`src/cbi_map.vh`:
```
`ifndef CBI_MAP_VH
`define CBI_MAP_VH
// window decode on the upper seven address bits
`define CBI_SEL_HI      29
`define CBI_SEL_LO      23
`define CBI_SEL_MATCH   7'h60
// operation field: word address bits 15..2
`define CBI_OP_HI       13
`define CBI_OP_LO       0
// instruction code layout: opcode 14 bits, lane enables 3 bits
`define CBI_CODE_W      17
`define CBI_NUM_REGS    8
`define CBI_IDX_W       3
`define CBI_DATA_W      32
`define CBI_LANE_W      4
`define CBI_EXEC_LAT    2'h2
`define CBI_LAT_SHORT   2'h1
`define CBI_LAT_STEP    2'h1
`define CBI_LAT_ZERO    2'h0
// lane enable field inside the instruction code
`define CBI_OP_LANE_HI  2
`define CBI_LANE_LO     0
`define CBI_LANES_OFF   3'h7
// register index position inside the instruction code
`define CBI_IDX_LO      3
`define CBI_WORD_ZERO   32'h0
`define CBI_CODE_ZERO   17'h0
`endif

```
`src/cbi_coproc_port.v`:
```
`timescale 1ns/100ps
`default_nettype none
`include "cbi_map.vh"
// Notes on behaviour
// - selection uses only the seven top address bits plus the memory/io line.
// - the window spans every address matched by those seven bits.
// - operation comes from word address bits 15..2 and three low lane enables.
// - writes into the window execute; reads drive the data lines.
// - select output goes low three clocks after the address starts to target the device.
// - all timing runs on the double-rate clock shared with the host.
// - presence output is driven low while the device is installed.
module cbi_coproc_port (
	input  wire        clk_in,
	input  wire        rst_in,
	input  wire [29:0] word_address_bits_in,
	input  wire [3:0]  byte_lane_enables_n_in,
	input  wire [31:0] data_lines_in,
	input  wire        address_strobe_n_in,
	input  wire        mem_io_in,
	input  wire        write_read_in,
	input  wire        ready_n_in,
	input  wire        three_cycle_bus_n_in,
	output reg  [31:0] data_lines_out,
	output reg         data_lines_oe_out,
	output reg         coproc_selected_n_out,
	output reg         ready_n_out,
	output reg         interrupt_request_out,
	output reg         device_present_n_out,
	output reg         op_valid_out,
	output reg  [16:0] op_code_out,
	output reg  [31:0] op_data_out
);

	localparam ST_IDLE = 2'b00;
	localparam ST_WAIT = 2'b01;
	localparam ST_DONE = 2'b10;

	// first and second stage of the pin synchronisers
	reg [29:0]            addr_s1;
	reg [29:0]            addr_s2;
	reg [3:0]             be_s1;
	reg [3:0]             be_s2;
	reg [31:0]            din_s1;
	reg [31:0]            din_s2;
	reg                   ads_s1;
	reg                   ads_s2;
	reg                   mem_s1;
	reg                   mem_s2;
	reg                   wr_s1;
	reg                   wr_s2;
	reg                   rdy_s1;
	reg                   rdy_s2;
	reg                   tcb_s1;
	reg                   tcb_s2;

	// cycle state
	reg [1:0]             state;
	reg [1:0]             next_state;
	reg [1:0]             lat;
	reg                   cyc_wr;
	reg [16:0]            cyc_code;
	reg [31:0]            regs [0:`CBI_NUM_REGS-1];

	wire                  hit;
	wire                  take;
	wire                  finish;
	wire                  finish_wr;
	wire                  finish_rd;
	wire [16:0]           code;
	wire [`CBI_IDX_W-1:0] idx;

	assign hit       = mem_s2 && (addr_s2[`CBI_SEL_HI:`CBI_SEL_LO] == `CBI_SEL_MATCH);
	assign code      = {addr_s2[`CBI_OP_HI:`CBI_OP_LO], be_s2[`CBI_OP_LANE_HI:`CBI_LANE_LO]};
	assign idx       = cyc_code[`CBI_IDX_W+`CBI_IDX_LO-1:`CBI_IDX_LO];
	assign take      = (state == ST_IDLE) && !ads_s2 && hit;
	assign finish    = (state == ST_WAIT) && (lat == `CBI_LAT_ZERO);
	assign finish_wr = finish && cyc_wr;
	assign finish_rd = finish && !cyc_wr;

	// pin inputs pass two flip-flops
	always @(posedge clk_in) begin
		addr_s1 <= word_address_bits_in;
		addr_s2 <= addr_s1;
	end

	always @(posedge clk_in) begin
		be_s1 <= byte_lane_enables_n_in;
		be_s2 <= be_s1;
	end

	always @(posedge clk_in) begin
		din_s1 <= data_lines_in;
		din_s2 <= din_s1;
	end

	always @(posedge clk_in) begin
		ads_s1 <= address_strobe_n_in;
		ads_s2 <= ads_s1;
	end

	always @(posedge clk_in) begin
		mem_s1 <= mem_io_in;
		mem_s2 <= mem_s1;
	end

	always @(posedge clk_in) begin
		wr_s1 <= write_read_in;
		wr_s2 <= wr_s1;
	end

	always @(posedge clk_in) begin
		rdy_s1 <= ready_n_in;
		rdy_s2 <= rdy_s1;
	end

	always @(posedge clk_in) begin
		tcb_s1 <= three_cycle_bus_n_in;
		tcb_s2 <= tcb_s1;
	end

	always @* begin
		next_state = state;
		case (state)
			ST_IDLE: if (take) next_state = ST_WAIT;
			ST_WAIT: if (finish) next_state = ST_DONE;
			ST_DONE: next_state = ST_IDLE;
			default: next_state = ST_IDLE;
		endcase
	end

	always @(posedge clk_in) begin
		if (rst_in) begin
			state <= ST_IDLE;
		end else begin
			state <= next_state;
		end
	end

	// capture of the cycle and its wait count
	always @(posedge clk_in) begin
		if (rst_in) begin
			cyc_wr   <= 1'b0;
			cyc_code <= `CBI_CODE_ZERO;
			lat      <= `CBI_LAT_ZERO;
		end else if (take) begin
			cyc_wr   <= wr_s2;
			cyc_code <= code;
			// the three-cycle bus allows one less wait
			lat      <= tcb_s2 ? `CBI_EXEC_LAT : `CBI_LAT_SHORT;
		end else if (state == ST_WAIT && lat != `CBI_LAT_ZERO) begin
			lat <= lat - `CBI_LAT_STEP;
		end
	end

	genvar g;
	generate
		for (g = 0; g < `CBI_NUM_REGS; g = g + 1) begin : g_regs
			always @(posedge clk_in) begin
				if (rst_in) begin
					regs[g] <= `CBI_WORD_ZERO;
				end else if (finish_wr && idx == g) begin
					regs[g] <= din_s2;
				end
			end
		end
	endgenerate

	always @(posedge clk_in) begin
		if (rst_in) begin
			device_present_n_out <= 1'b0;
		end else begin
			device_present_n_out <= 1'b0;
		end
	end

	always @(posedge clk_in) begin
		if (rst_in) begin
			coproc_selected_n_out <= 1'b1;
		end else begin
			coproc_selected_n_out <= ~hit;
		end
	end

	always @(posedge clk_in) begin
		if (rst_in) begin
			ready_n_out <= 1'b1;
		end else begin
			ready_n_out <= ~finish;
		end
	end

	always @(posedge clk_in) begin
		if (rst_in) begin
			op_valid_out <= 1'b0;
			op_code_out  <= `CBI_CODE_ZERO;
			op_data_out  <= `CBI_WORD_ZERO;
		end else begin
			op_valid_out <= finish_wr;
			if (finish_wr) begin
				op_code_out <= cyc_code;
				op_data_out <= din_s2;
			end
		end
	end

	always @(posedge clk_in) begin
		if (rst_in) begin
			data_lines_out <= `CBI_WORD_ZERO;
		end else if (finish_rd) begin
			data_lines_out <= regs[idx];
		end
	end

	// drive stays on one more cycle while the host still holds its ready low
	always @(posedge clk_in) begin
		if (rst_in) begin
			data_lines_oe_out <= 1'b0;
		end else if (finish_rd) begin
			data_lines_oe_out <= 1'b1;
		end else if (state == ST_DONE && !cyc_wr && !rdy_s2) begin
			data_lines_oe_out <= 1'b1;
		end else begin
			data_lines_oe_out <= 1'b0;
		end
	end

	// interrupt flags a write whose three low lane enables are all inactive
	always @(posedge clk_in) begin
		if (rst_in) begin
			interrupt_request_out <= 1'b0;
		end else if (finish_wr
			&& cyc_code[`CBI_OP_LANE_HI:`CBI_LANE_LO] == `CBI_LANES_OFF) begin
			interrupt_request_out <= 1'b1;
		end else if (finish_rd) begin
			interrupt_request_out <= 1'b0;
		end
	end

endmodule
`default_nettype wire

```
`config.mk`:
```
export PLATFORM = sky130hd
export DESIGN_NAME = cbi_coproc_port
export DESIGN_NICKNAME = d
export VERILOG_FILES = /design/src/cbi_coproc_port.v
export VERILOG_INCLUDE_DIRS = /design/src
export SDC_FILE = /design/constraint.sdc
export NUM_CORES = 1
export LEC_CHECK = 0
export BUFFER_PORTS_ARGS = -buffer_cell sky130_fd_sc_hd__buf_2
export CORE_UTILIZATION = 56
export CTS_CLUSTER_SIZE = 12
export DETAILED_ROUTE_END_ITERATION = 12
export PLACE_DENSITY = 0.76
export SLEW_MARGIN = 20
export SYNTH_ARGS = -nofsm -noshare
export SYNTH_HDL_FRONTEND = slang
export SYNTH_SLANG_ARGS = --single-unit
```
`constraint.sdc`:
```
create_clock -name clk_in -period 6.5 [get_ports clk_in]
set_input_delay 0.65 -clock clk_in [delete_from_list [all_inputs] [get_ports clk_in]]
set_output_delay 0.65 -clock clk_in [all_outputs]
set_load 0.02 [all_outputs]
```
==> results.txt <==
VDD IR max - 235 uV
All-Layer GR Usage - 24.2%
Synthesized area - 17700 um^2
Die area - 32300 um^2
Flop2flop setup slack - 3140 ps
Status - complete, but fails checks
Clock Latency Late Sink - 560 ps
Setup crit start - cyc_code[3]
Worst hold endpoint - din_s1[30]
RSZ-0062 raised after global routing - false
Number of post-CTS setup repair buffers - 0
Routed Antenna Nets - 0
H-tree lvl count - 2
FMAX - 0.298 GHz
Final Skew - 15.6 ps
Layout Cell Area excl Fill - 20300 um^2
Site Rows - 64
Final Slew Violations - 0
DR vias - 10.6k
Critical Path Start Type - flop
Post-CTS sizing - 0
Seq/Total Area, Yosys - 69.4%
DP Area - 18900 um^2
Top post-synthesis cells by area - edfxtp_1 (43%), dfxtp_1 (26%), and2_1 (9.0%), mux2i_1 (4.0%), nand2_1 (2.5%)
Net Count, Synth - 1392
Initial antenna violation count - 0
Cell variety after synth - 53
PD cells - 295 nW/um^2
Area Growth Syn to Fin - 14.8%
Initial core utilization - 57.5%
Post-synth ARST share - 0%
Reg-to-Reg End - regs[3][9]
Number of flops mapped to enable cells by yosys - 256
Total routed wirelength - 38700 um
Nets - 1532
MaxCap Viol Count - 0
DRC viols - 6
CTS tree - done
CTS max path bufs - 3
Die width - 180 um
Cells after synthesis - 1318
Die Y - 180 um
Remaining Overflow, GRT - 0
Worst-path clk slew - 60 ps
I/O pins - 160
Max Fanout on Critical Path - 55
Ant diodes - 0
HPWL after DPL - 22000 um
Initial DRC count - 863
Port Buf Inserts - 148
Pleak - 7.79 nW
Relative slew slack - 27.9%
First-pass GRT wire length - 60000 um
Synth cell count leaders - and2_1 (256), edfxtp_1 (256), dfxtp_1 (230), nand2_1 (117), mux2i_1 (70)
CTS Buf Count - 48
Violated checks - DRC
Synthesis Warnings - 0
Reg2Reg Launch Point - cyc_code[3]
Actual transition at the worst max-transition pin - 1080 ps
Period utilization - 51.7%
Crit path DAT - 3550 ps
Hold path startpoint - data_lines_in[30]
Hold Crit Class - in2reg
Yosys top cell area share - 43.4%
Area of the core - 30800 um^2
Drt via density - 5.62
CTS Sinks - 486
Yosys reg bits - 486
# fillers - 2193
Post-Synthesis Mean Instance Area - 13.4 um^2
DP Cell Count - 1803
# setup viols final - 0
Setup CP Type - reg2reg
Post-route setup TNS - 0 ps
Vias in the first global route - 10.8k
Cell taking the most area after synthesis - edfxtp_1
Initial DRT Pass Iterations - 9
R2R depth - 5
Post-synth top flop - edfxtp_1
Min cycle time layout - 3360 ps
Clock Tree Root - clkbuf_16
GP Congestion - 0.740
Final non-filler cell total - 1889
Largest net degree at the start of global routing - 81
Layout cells sized above 1 - 20.0%
Hold Slack - 190 ps
Wire per inst - 20.5 um
Final hold vios - 0
Critical Path RT - 6700 ps
Crit. End Element - flop
Post-CTS Hold Buffers - 0
Worst Hold Path Cells - 1
## layout by cell type, fill, tap and decap left out, types with 5 or more instances in the layout
cell type	synthesis	final
and2_1	256	256
edfxtp_1	256	256
dfxtp_1	230	227
buf_2	19	147
nand2_1	117	116
mux2i_1	70	70
a21oi_1	52	52
clkbuf_16	0	48
nor2_1	39	38
mux2_2	31	31
buf_4	8	30
clkbuf_1	42	25
a22oi_1	24	24
o211ai_1	15	15
o2bb2ai_1	14	14
o22ai_1	14	14
a32o_1	14	14
o22a_1	13	13
o21a_1	10	10
mux4_2	8	8
inv_1	6	6
and3_1	5	5
clkbuf_8	0	5
## registers in the layout, summed over array words and instances, names as in the netlist, 2 cells and up
signal and flops:
op_code_out 17, din_s1 32, addr_s2 21, din_s2 32, state 2, cyc_code 17
be_s1 3, regs 256, be_s2 3, data_lines_out 32, lat 2, op_data_out 32
addr_s1 21
## worst max-delay path, stage by stage, from the launching register on
cell and delay, ps:
dfxtp_2 320, buf_4 660, nand2_2 400, or2_2 560, o21ai_2 500, buf_4 500
## through the flow
step / worst slack [ps] / utilization (%) / power, mW
2_1_floorplan: 1560 / - / 3.47
3_3_place_gp: 3020 / 61.3 / 3.53
3_5_place_dp: 2920 / 61.3 / 3.54
4_1_cts: 2900 / 65.9 / 6.03
5_1_grt: 3010 / 65.9 / 6.17
6_report: 3140 / 65.9 / 5.99
## layer usage
layer / wire length [um] / up-vias / track usage [%]
met4: 1010 / 0 / 7.90
met2: 19100 / 361 / 41.6
li1: - / 4959 / -
met5: 0 / - / 0
met1: 16100 / 5228 / 31.1
met3: 2540 / 72 / 4.05
## where the power goes
group	switching [mW]	leakage [nW]	total, mW	internal, mW
clock network	1.08	0.692	2.52	1.44
registers	0.0448	4.54	3.36	3.32
logic	0.0755	2.56	0.115	0.0391
total	1.20	7.79	5.99	4.79
## logic make-up after synthesis
kind of cell | share of synthesized area (%)
adders and majority gates | 0.0706
DFF | 69.4
and+or+nand+nor | 14.0
xor gates and xnor gates | 0.0495
AOI/OAI and AO/OA | 7.13
other | 0.0212
buffers and inverters | 2.40
muxes | 6.94
## worst max path at each step
| stage | endpoint | slack, ps | cells past startpoint |
|---|---|---|---|
| 6_report | regs[3][9] | 3140 | 5 |
| 2_1_floorplan | regs[0][0] | 1560 | 5 |
| 5_1_grt | regs[3][10] | 3010 | 5 |
| 4_1_cts | regs[7][4] | 2900 | 3 |
| 3_3_place_gp | regs[7][4] | 3020 | 3 |
| 3_5_place_dp | regs[7][4] | 2920 | 3 |
## area by class of cell
type                            instances  area (um^2)  share of cell area (%)
Sequential cell                       486        12300                    60.5
Clock inverter                          6         58.8                   0.289
Tap cell                              396          495                    2.44
Multi-Input combinational cell        739         5120                    25.2
Timing Repair Buffer                  177          961                    4.73
Inverter                                6         22.5                   0.111
Clock buffer                           79         1370                    6.73
No activity file was read; power rests on OpenSTA's default activity.
